[config.mk]
export PLATFORM = sky130hd
export DESIGN_NAME = pus_host_flat
export DESIGN_NICKNAME = d
export VERILOG_FILES = /design/src/verilog/pus_pkg.sv /design/src/verilog/pus_if.sv /design/src/verilog/pus_fifo.sv /design/src/verilog/pus_host.sv /design/src/flat_wrapper.sv
export SDC_FILE = /design/constraint.sdc
export NUM_CORES = 1
export LEC_CHECK = 0
export ABC_AREA = 1
export BUFFER_PORTS_ARGS = -buffer_cell sky130_fd_sc_hd__buf_2
export CAP_MARGIN = 20
export CORE_MARGIN = 2
export CORE_UTILIZATION = 50
export CTS_CLUSTER_DIAMETER = 150
export DETAILED_ROUTE_END_ITERATION = 10
export PLACE_DENSITY = 0.7
export SYNTH_ARGS = -nofsm -noshare
export SYNTH_HDL_FRONTEND = slang
export SYNTH_HIERARCHICAL = 1
export SYNTH_SLANG_ARGS = --single-unit
[constraint.sdc]
create_clock -name clk -period 2.3 [get_ports clk]
set_input_delay 0.46 -clock clk [delete_from_list [all_inputs] [get_ports clk]]
set_output_delay 0.46 -clock clk [all_outputs]
set_load 0.1 [all_outputs]
[src/verilog/pus_pkg.sv]
// Purpose: shared constants for the pattern unlock serial access port
// Assumes: one 125 MHz clock, all strobes synchronous to it
// Notes:   pattern bytes are sent least significant bit first
package pus_pkg;
	localparam int          PUS_BITS       = 64;
	localparam logic [63:0] PUS_PATTERN    = 64'h5CA33AC55CA33AC5;
	localparam logic [63:0] PUS_REGS_RESET = 64'h0000000000000000;
	localparam int          PUS_RST_IGN_BIT = 8 * 4 + 4;
	localparam int          PUS_FIFO_DEPTH = 8;
	localparam int          PUS_FIFO_WIDTH = 8;
	localparam logic [6:0]  PUS_CNT_LAST   = 7'h3F;
	typedef enum logic [1:0] {
		PUS_ST_IDLE  = 2'b00,
		PUS_ST_MATCH = 2'b01,
		PUS_ST_XFER  = 2'b11,
		PUS_ST_DEAD  = 2'b10
	} pus_state_t;
endpackage

[src/verilog/pus_if.sv]
// Purpose: bus strobes between host end and device end
// Assumes: strobes active low, synchronous to clk
// Notes:   one bus cycle is one clk cycle with select_in_n low
`timescale 1ns/10ps
interface pus_if;
	logic select_in_n;
	logic oe_n;
	logic we_n;
	logic data_in;
	logic data_out;
	logic reset_n;
	logic memory_select_out_n;
	modport dev (
		input  select_in_n,
		input  oe_n,
		input  we_n,
		input  data_in,
		input  reset_n,
		output data_out,
		output memory_select_out_n
	);
	modport host (
		output select_in_n,
		output oe_n,
		output we_n,
		output data_in,
		output reset_n,
		input  data_out,
		input  memory_select_out_n
	);
endinterface

[src/verilog/pus_fifo.sv]
// Purpose: small valid/ready fifo used by the host end
// Assumes: single clock
// Notes:   full and empty are exact; no bypass path
`timescale 1ns/10ps
module pus_fifo #(
	parameter int WIDTH = 8,
	parameter int DEPTH = 8
) (
	input  wire logic             clk,
	input  wire logic             rst,
	input  wire logic [WIDTH-1:0] in_data,
	input  wire logic             in_valid,
	output logic                  in_ready,
	output logic [WIDTH-1:0]      out_data,
	output logic                  out_valid,
	input  wire logic             out_ready
);
	localparam int AW = $clog2(DEPTH);
	logic [WIDTH-1:0] mem [DEPTH];
	logic [AW-1:0]    wr_q, wr_d, rd_q, rd_d;
	logic [AW:0]      cnt_q, cnt_d;
	logic             push, pop;

	// pointer and level update
	always_comb begin
		push = in_valid && in_ready;
		pop = out_valid && out_ready;
		wr_d = push ? wr_q + 1'b1 : wr_q;
		rd_d = pop ? rd_q + 1'b1 : rd_q;
		cnt_d = cnt_q + (AW+1)'(push) - (AW+1)'(pop);
	end

	always_ff @(posedge clk or posedge rst) begin
		if (rst) begin
			wr_q <= '0;
			rd_q <= '0;
			cnt_q <= '0;
		end else begin
			wr_q <= wr_d;
			rd_q <= rd_d;
			cnt_q <= cnt_d;
		end
	end

	// storage has no reset, contents are qualified by the level
	always_ff @(posedge clk) begin
		if (push) begin
			mem[wr_q] <= in_data;
		end
	end

	assign in_ready = (cnt_q != (AW+1)'(DEPTH));
	assign out_valid = (cnt_q != '0);
	assign out_data = mem[rd_q];
endmodule

[src/verilog/pus_host.sv]
// Purpose: host end, plays unlock sequence then 64 transfer cycles
// Assumes: user queues 8 register bytes on wr side for a write job
// Notes:   one job = read, 64 pattern writes, 64 transfers
`timescale 1ns/10ps
module pus_host
	import pus_pkg::*;
(
	input  wire logic       clk,
	input  wire logic       rst,
	pus_if.host             bus,
	input  wire logic       start,
	input  wire logic       do_write,
	input  wire logic [7:0] wr_data,
	input  wire logic       wr_valid,
	output logic            wr_ready,
	output logic [7:0]      rd_data,
	output logic            rd_valid,
	output logic            busy
);
	typedef enum logic [1:0] {
		PUS_H_IDLE = 2'b00, PUS_H_OPEN = 2'b01,
		PUS_H_PAT = 2'b11, PUS_H_XFER = 2'b10
	} pus_hstate_t;
	pus_hstate_t st_q, st_d;
	logic [6:0] cnt_q, cnt_d;
	logic       wr_q, wr_d, cei_q, cei_d, oe_q, oe_d, we_q, we_d, d_q, d_d;
	logic [7:0] sh_q, sh_d;
	logic       rv_q, rv_d;
	logic       rs_q, rs_d, tk_q, tk_d;
	logic [2:0] bc_q, bc_d;
	logic [7:0] f_data;
	logic       f_valid, f_pop;

	pus_fifo #(.WIDTH(PUS_FIFO_WIDTH), .DEPTH(PUS_FIFO_DEPTH)) u_fifo (
		.clk(clk), .rst(rst),
		.in_data(wr_data), .in_valid(wr_valid), .in_ready(wr_ready),
		.out_data(f_data), .out_valid(f_valid), .out_ready(f_pop)
	);

	// sequencer; a write job stalls on an empty fifo
	always_comb begin
		st_d = st_q; cnt_d = cnt_q; wr_d = wr_q; sh_d = sh_q;
		cei_d = 1'b1; oe_d = 1'b1; we_d = 1'b1; d_d = 1'b0;
		rv_d = 1'b0; f_pop = 1'b0;
		tk_d = rs_q; bc_d = bc_q;
		unique case (st_q)
			PUS_H_IDLE: if (start) begin
				st_d = PUS_H_OPEN; wr_d = do_write; cnt_d = '0;
			end
			PUS_H_OPEN: begin
				cei_d = 1'b0; oe_d = 1'b0; st_d = PUS_H_PAT;
			end
			PUS_H_PAT: begin
				cei_d = 1'b0; we_d = 1'b0;
				d_d = PUS_PATTERN[cnt_q[5:0]];
				cnt_d = cnt_q + 7'h01;
				if (cnt_q == PUS_CNT_LAST) begin
					st_d = PUS_H_XFER; cnt_d = '0;
				end
			end
			PUS_H_XFER: begin
				if (!wr_q || f_valid) begin
					cei_d = 1'b0;
					if (wr_q) begin
						we_d = 1'b0; d_d = f_data[cnt_q[2:0]];
						f_pop = (cnt_q[2:0] == 3'h7);
					end else begin
						oe_d = 1'b0;
					end
					cnt_d = cnt_q + 7'h01;
					if (cnt_q == PUS_CNT_LAST) st_d = PUS_H_IDLE;
				end
			end
		endcase
		// read bit appears on data_out one cycle after its strobe,
		// so take it two cycles after the strobe was decided here
		rs_d = (st_q == PUS_H_XFER) && !cei_d && !oe_d;
		if (tk_q) begin
			sh_d = {bus.data_out, sh_q[7:1]};
			bc_d = bc_q + 3'h1;
			rv_d = (bc_q == 3'h7);
		end
	end

	always_ff @(posedge clk or posedge rst) begin
		if (rst) begin
			st_q <= PUS_H_IDLE; cnt_q <= '0; wr_q <= 1'b0; sh_q <= '0;
			cei_q <= 1'b1; oe_q <= 1'b1; we_q <= 1'b1; d_q <= 1'b0;
			rv_q <= 1'b0; rs_q <= 1'b0; tk_q <= 1'b0; bc_q <= '0;
		end else begin
			st_q <= st_d; cnt_q <= cnt_d; wr_q <= wr_d; sh_q <= sh_d;
			cei_q <= cei_d; oe_q <= oe_d; we_q <= we_d; d_q <= d_d;
			rv_q <= rv_d; rs_q <= rs_d; tk_q <= tk_d; bc_q <= bc_d;
		end
	end

	assign bus.select_in_n = cei_q;
	assign bus.oe_n = oe_q;
	assign bus.we_n = we_q;
	assign bus.data_in = d_q;
	assign bus.reset_n = 1'b1;
	assign rd_data = sh_q;
	assign rd_valid = rv_q;
	assign busy = (st_q != PUS_H_IDLE);
endmodule

[src/flat_wrapper.sv]
// flat-port wrapper written by rule: the top's interface ports become plain ports
module pus_host_flat import pus_pkg::*;
  (clk, rst, start, do_write, wr_data, wr_valid, wr_ready, rd_data, rd_valid, busy, bus_select_in_n, bus_oe_n, bus_we_n, bus_data_in, bus_reset_n, bus_data_out, bus_memory_select_out_n);
  pus_if bus_i ();
  input  wire logic clk;
  input  wire logic rst;
  input  wire logic start;
  input  wire logic do_write;
  input  wire logic [7:0] wr_data;
  input  wire logic wr_valid;
  output logic wr_ready;
  output logic [7:0] rd_data;
  output logic rd_valid;
  output logic busy;
  output wire logic [$bits(bus_i.select_in_n)-1:0] bus_select_in_n;
  output wire logic [$bits(bus_i.oe_n)-1:0] bus_oe_n;
  output wire logic [$bits(bus_i.we_n)-1:0] bus_we_n;
  output wire logic [$bits(bus_i.data_in)-1:0] bus_data_in;
  output wire logic [$bits(bus_i.reset_n)-1:0] bus_reset_n;
  input wire logic [$bits(bus_i.data_out)-1:0] bus_data_out;
  input wire logic [$bits(bus_i.memory_select_out_n)-1:0] bus_memory_select_out_n;
  assign bus_select_in_n = bus_i.select_in_n;
  assign bus_oe_n = bus_i.oe_n;
  assign bus_we_n = bus_i.we_n;
  assign bus_data_in = bus_i.data_in;
  assign bus_reset_n = bus_i.reset_n;
  assign bus_i.data_out = bus_data_out;
  assign bus_i.memory_select_out_n = bus_memory_select_out_n;
  pus_host u_core (.clk(clk), .rst(rst), .bus(bus_i), .start(start), .do_write(do_write), .wr_data(wr_data), .wr_valid(wr_valid), .wr_ready(wr_ready), .rd_data(rd_data), .rd_valid(rd_valid), .busy(busy));
endmodule
Word level (Yosys, flattened, before mapping)
Memories as Yosys holds them, arrays and structs flattened. Index checks and enable logic that the tools add are counted.

Add/sub/neg operators: 6. Order comparisons: 2. Eq/ne operators: 11. Mux-type cells: 29. Reductions and logical operators: 16.

Operators with widths (count): 7-bit 2-to-1 mux (3); 7-bit one-hot mux with 3 select lines (1); 1-bit 2-to-1 mux (15); 3-bit by 1-bit adder with 3-bit output (second input constant) (3); 2-bit 2-to-1 mux (4); 1-bit one-hot mux with 2 select lines (4); 2-bit one-hot mux with 4 select lines (1); 7-bit by 1-bit adder with 7-bit output (second input constant) (1); 7-bit by 6-bit == test with 1-bit output (second input constant) (1); 6-bit by 7-bit less-than comparator with 1-bit output (second input constant) (1); 3-bit == test (second input constant) (2); 2-bit by 1-bit != test with 1-bit output (second input constant) (3); 4-bit by 1-bit adder with 4-bit output (1); 2-bit == test (second input constant) (2); 1-bit logical AND (4); 3-bit by 4-bit less-than comparator with 1-bit output (second input constant) (1); 4-bit != test (second input constant) (1); 4-bit AND reduction (1); 4-bit nonzero test (1); 4-bit by 1-bit subtractor with 4-bit output (1); 1-bit binary-select mux with 3-bit select (1); 1-bit zero test (3); 3-bit AND reduction (1); 3-bit nonzero test (1); 7 further kinds (7).

Bits in registers: 38. Bits in writable memories: 64. Memory bits (read-only): 64. Output and inout port bits: 16. Memories kept: 2.

Memories: (no name shown) (depth 64, bits a word 1, read ports 1, clocked after Yosys merged registers in 0, write ports 0, line pus_host.sv:55) `d_d = PUS_PATTERN[cnt_q[5:0]];`; u_core.u_fifo.mem (depth 8, bits a word 8, read ports 1, clocked after Yosys merged registers in 0, write ports 1, line pus_fifo.sv:19) `logic [WIDTH-1:0] mem [DEPTH];`.

Depth between registers and ports, before layout
Depth after elaboration: 7. Depth in mapped cells: 15. Gate-level depth less buffers: 15.

By module
The synthesis kept the hierarchy.

By module, submodules not included: pus_fifo (instances 1, cells each 344, area an instance 3468.3 µm², sequential area each 2172.1 µm²); pus_host (instances 1, cells each 185, area an instance 1488.9 µm², sequential area each 704.4 µm²).

Worst setup path before layout
No wires, ideal clock.

Path kind: reg2reg. Start: register u_core.u_fifo.cnt_q[2]. End: register u_core.u_fifo.cnt_q[2]. Data arrival time: 2.367 ns. Required time: 2.177 ns. Slack: -0.190 ns. Cell stages (with the launch flop): 11. Path buffers: 1. Cell sequence: dfrtp_1 > inv_1 > ha_1 > nand3_2 > nand2_2 > buf_4 > ha_1 > inv_1 > ha_1 > fa_1 > xor2_1.

Elaborated cells on any way between the ends: 9. Classes of those cells: add/sub (2); eq/ne (1); mux (2); reduce/logical (4).

RTL lines: start: declaration (line pus_fifo.sv:21) `logic [AW:0] cnt_q, cnt_d;`; start signal: assignment (line pus_fifo.sv:41) `cnt_q <= cnt_d;`; 4-bit != test (line pus_fifo.sv:52) `assign in_ready = (cnt_q != (AW+1)'(DEPTH));`; via wr_ready (line flat_wrapper.sv:11) `output logic wr_ready;`; 1-bit logical AND (line pus_fifo.sv:26) `push = in_valid && in_ready;`; 4-bit by 1-bit adder with 4-bit output (line pus_fifo.sv:30) `cnt_d = cnt_q + (AW+1)'(push) - (AW+1)'(pop);`; 4-bit by 1-bit subtractor with 4-bit output (line pus_fifo.sv:30); via u_core.u_fifo.cnt_d[2] (line pus_fifo.sv:21).

The timed path passes the listed nets, and every way through them passes these cells. A chain may end at the register's enable or synchronous reset.

Final worst setup path
Start: register u_core.u_fifo.cnt_q[2]. End: register u_core.u_fifo.cnt_q[1].

Word-level cells in the longest chain between the ends: 6. Elaborated cells on any way between the ends: 9. Classes of those cells: add/sub (2); eq/ne (1); mux (2); reduce/logical (4).

Ends and longest elaborated chain: 4-bit nonzero test (line pus_fifo.sv:53) `assign out_valid = (cnt_q != '0);`; via u_core.f_valid (line pus_host.sv:32) `logic f_valid, f_pop;`; 1-bit logical OR (line pus_host.sv:62) `if (!wr_q || f_valid) begin`; 1-bit 2-to-1 mux (line pus_host.sv:62); 1-bit 2-to-1 mux (line pus_host.sv:46) `unique case (st_q)`; via u_core.f_pop (line pus_host.sv:32); 1-bit logical AND (line pus_fifo.sv:27) `pop = out_valid && out_ready;`; via u_core.u_fifo.pop (line pus_fifo.sv:22) `logic push, pop;`; 4-bit by 1-bit subtractor with 4-bit output (line pus_fifo.sv:30); via u_core.u_fifo.cnt_d[1] (line pus_fifo.sv:21).

The timed path passes the listed nets, and every way through them passes these cells.

==> reports/results.md <==
Status
- complete, no violations — run status

Die
- 31 — num ports
- 9684 µm² — area inside the core boundary
- 10730 µm² — total die area
- 36 — row count
- 103.6 µm — Chip Width
- 51.19% — starting utilization of the core area
- 103.6 µm — Die Height

Drt
- 0 — post-detailed-route DRC marker count
- 9.099 mm — total wire length
- 4.872 — Via density
- 5 — number of iterations in the first detailed-routing pass
- 0 — antenna viol nets, final
- 12.83 µm — Wirelength per Cell
- 3454 — vias
- 167 — initial drt markers

Setup path
- 420 ps — slowest cell delay on critical path
- 4 — Buf+Inv Stages, Crit Path
- 170 ps — setup slack on the worst flop-to-flop path
- u_core/u_fifo/cnt_q[2]$_DFF_PP0_ — Critical path origin
- u_core/u_fifo/cnt_q[1]$_DFF_PP0_ — capturing point of the worst reg2reg path
- flop — type of destination of the critical path
- u_core/u_fifo/cnt_q[2]$_DFF_PP0_ — Reg-to-Reg Start
- 13 — depth of the critical timing path with buffers and inverters included
- 2550 ps — Critical Path RT
- 3 — critical path fanouts, max
- 2380 ps — Arrival @ worst endpoint
- adder cells — kind of cell adding the most delay to the critical path
- 13 — path depth of the worst reg2reg path
- u_core/u_fifo/cnt_q[1]$_DFF_PP0_ — destination of the critical timing path
- inv_2, ha_1, nand3_1, nand2_1, inv_1, nand2_2, nor2_1, nand2_1, inv_2, ha_1, inv_1, ha_4, fa_2 — CP cell instances
- flop — type of element launching the critical path
- reg2reg — type of the worst setup path
- sky130_fd_sc_hd__fa_2 — cell with the largest stage delay on the worst path

STA
- 0 ps — Total Negative Setup Slacks
- 469.5 MHz — highest attainable clock frequency
- 2130 ps — min Tclk post-route
- 63.85% — worst max-slew margin expressed relative to the limit
- 0 — final max-slew violation count
- 0 — number of failing hold endpoints at the final stage
- 0 — final setup violation count
- 542.3 ps — slew of the pin with the lowest slew margin
- no — unrepaired setup endpoints after global routing
- 14.29 ps — setup skew after layout
- 92.61% — share of the cycle needed by the critical path after routing

GRT
- 0 — grt total ovfl
- 17.86% — total track usage
- 0 — number of antenna violations at the first check in global routing
- 34 — maximum number of pins on one net before global-route repair
- 3294 — via count of the first global-routing pass
- 15.11 mm — wire length of the first global-routing pass

Synthesis
- 58.03% — sequential element share of the synthesized area
- 4957 µm² — cell area after synthesis
- 9.371 µm² — post-synthesis area per instance
- 38 — number of unique standard cell types used by synthesis
- 37.25% — Post-synth ARST share
- 0.4543% — share of cell area taken by muxes after synthesis
- 64 — number of flops mapped to enable cells by yosys
- 102 — number of synthesized register bits
- sky130_fd_sc_hd__edfxtp_1 — flip-flop cell with the highest count after synthesis
- 3.433% — post-synthesis adder-cell area fraction
- 22.31% — fraction of the mapped netlist area in simple logic gates
- 1.237% — Post-Synth XOR/XNOR Area
- 38.77% — area share of the leading cell type in the synthesized netlist
- 2.726% — synthesized-area fraction occupied by ao, oa, aoi and oai cells
- simple AND/OR/NAND/NOR gates — main combinational cell family by area after synthesis
- 6 — count of warnings emitted by yosys
- sky130_fd_sc_hd__edfxtp_1 — library cell occupying the most area in the post-synthesis netlist
- 529 — Post-Syn Instances
- sky130_fd_sc_hd__edfxtp_1 39%, sky130_fd_sc_hd__dfrtp_1 18%, sky130_fd_sc_hd__nand2_1 11%, sky130_fd_sc_hd__inv_1 8.2%, sky130_fd_sc_hd__nand3_1 5.0% — top area cells in the synthesized netlist
- 557 — net count of the mapped netlist

Finish
- 10.50% — growth of design area from synthesis to finish
- 2877 µm² — footprint of the flip-flops and latches
- 56.56% — fin util
- 827 — fill cell instance count of the final layout
- 18.06% — fraction of final layout cells with drive strength greater than 1
- 599 — Layout Nets
- 1524 µm² — area of combinational cells with multiple inputs
- 0 — ANT cells

Clocking
- 3 — depth of the CTS H-tree
- done — clock tree from TritonCTS
- sky130_fd_sc_hd__clkbuf_8 — clk root buf
- 9 — CTS buffer count
- 102 — TritonCTS sink count
- 100 ps — Clock Pin Slew Worst Setup and Hold Paths
- 2 — maximum root-to-sink buffer count
- 380 ps — Worst-Skew Late Latency

Hold path
- in2async — worst hold path type

Power
- 29.81% — net switching share of the total power
- 1218 µW — net switching component of the power
- 0.0005827 V — Max rail drop VDD
- 0.002737 µW — leakage power
- 2869 µW — Power Internal
- 746.2 nW/µm² — areal power density over the cells
- 25.6% — clock power share
- 55.7% — share of power burned in registers
- 18.7% — Comb power frac

Place
- 0.8873 — final weighted congestion of routability-driven global placement
- 28 — quantity of I/O buffers inserted on ports
- 5.983 mm — post-detail-place hpwl

Run
- 0 — number of max-capacitance violations reported

==> metal layers <==
| layer | vias up | share of wire, % | track usage, % |
|---|---|---|---|
| met5 | - | 0 | 0 |
| met2 | 83 | 48 | 29.52 |
| met1 | 1625 | 45 | 23.13 |
| met4 | 0 | 1.6 | 7.143 |
| met3 | 14 | 4.9 | 3.839 |
| li1 | 1732 | - | - |
==> cells by family after synthesis <==
| logic type | count (synthesis) |
|---|---|
| AOI/OAI and AO/OA | 25 |
| xor gates and xnor gates | 7 |
| and+or+nand+nor | 248 |
| adders and majority gates | 13 |
| other | 1 |
| buffers and inverters | 131 |
| muxes | 2 |
| DFF | 102 |
==> worst register-to-register path, delay by kind of cell (launching register included) <==
kind                     cells  cell delay, ps
adder cells (fa/ha/maj)      4             960
buffers and inverters        4             300
AND/OR/NAND/NOR              5             400
flip-flops                   1             350
==> synthesized netlist by cell type, types with 6 or more instances <==
cell / n
sky130_fd_sc_hd__nand2_2: 15
sky130_fd_sc_hd__dfrtp_1: 35
sky130_fd_sc_hd__a21oi_1: 6
sky130_fd_sc_hd__nor2_1: 11
sky130_fd_sc_hd__edfxtp_1: 64
sky130_fd_sc_hd__inv_1: 108
sky130_fd_sc_hd__nand3_1: 50
sky130_fd_sc_hd__nand2_1: 151
sky130_fd_sc_hd__buf_6: 6
sky130_fd_sc_hd__o21ai_0: 12
sky130_fd_sc_hd__nor3_1: 8
sky130_fd_sc_hd__ha_1: 12
==> worst min path at each step <==
stage | to | slack, ps | start
2_1_floorplan | u_core/u_fifo/cnt_q[0]$_DFF_PP0_ | 300 | rst
3_3_place_gp | u_core/tk_q$_DFF_PP0_ | 330 | u_core/rs_q$_DFF_PP0_
3_5_place_dp | u_core/tk_q$_DFF_PP0_ | 340 | u_core/rs_q$_DFF_PP0_
4_1_cts | u_core/u_fifo/cnt_q[2]$_DFF_PP0_ | 60 | rst
5_1_grt | u_core/u_fifo/cnt_q[2]$_DFF_PP0_ | 70 | rst
6_report | u_core/u_fifo/wr_q[2]$_DFFE_PP0P_ | 60 | rst
==> timing repair <==
action	4_1_cts	5_1_grt
setup endpoints to repair	0	2
buffers inserted	0	1
gates resized for setup	0	6
hold buffers	0	0
==> sequential cells by signal, indices dropped and copies added (netlist names), 2 cells and up <==
signal / flops
u_core/bc_q: 3
u_core/cnt_q: 7
u_core/rd_data: 8
u_core/st_q: 2
u_core/u_fifo/cnt_q: 4
u_core/u_fifo/mem: 64
u_core/u_fifo/rd_q: 3
u_core/u_fifo/wr_q: 3
==> final cells by class <==
class	count	share of cell area (%)
clock buffers	10	2.330
clock inverters	6	1.005
inverters	114	7.995
multi-input cells	296	27.82
flip-flops and latches	102	52.51
well taps	133	3.038
repair buffers	48	5.299
==> per-stage QoR <==
stage          hold WS [ps]  total power, µW  setup slack [ps]  instance area [µm²]  std cells
2_1_floorplan         300.2             2827             21.63                 4965        529
3_3_place_gp          334.7             3021             107.4                 5270        692
3_5_place_dp          338.7             3064             25.26                 5270        692
4_1_cts               58.22             4108             7.687                 5453        708
5_1_grt               73.87             4324             21.37                 5478        709
6_report              58.89             4087             170.0                 5478        709
==> cell usage in the layout, fill, tap and decap left out, drive strengths merged <==
master / n
a21oi: 6
o211ai: 1
xor2: 5
a31oi: 2
nand3: 52
nand2: 167
clkinv: 2
nand3b: 1
clkinvlp: 2
dfrtp: 35
fa: 1
dfstp: 3
nand4: 2
nor2: 17
ha: 12
buf: 48
xnor2: 2
edfxtp: 64
or2: 1
nor3: 8
o22ai: 1
conb: 1
mux2: 2
clkbuf: 10
inv: 116
o21ai: 15
==> power groups by stage <==
| stage | Combinational [µW] | Sequential, µW | Clock (µW) |
|---|---|---|---|
| after floorplan | 534 | 2290 | 0 |
| after global placement | 720 | 2300 | 0 |
| after detailed placement | 753 | 2310 | 0 |
| after CTS | 759 | 2270 | 1080 |
| after global routing | 881 | 2290 | 1150 |
| final | 766 | 2280 | 1050 |
Power figures use the tool's default switching activity.
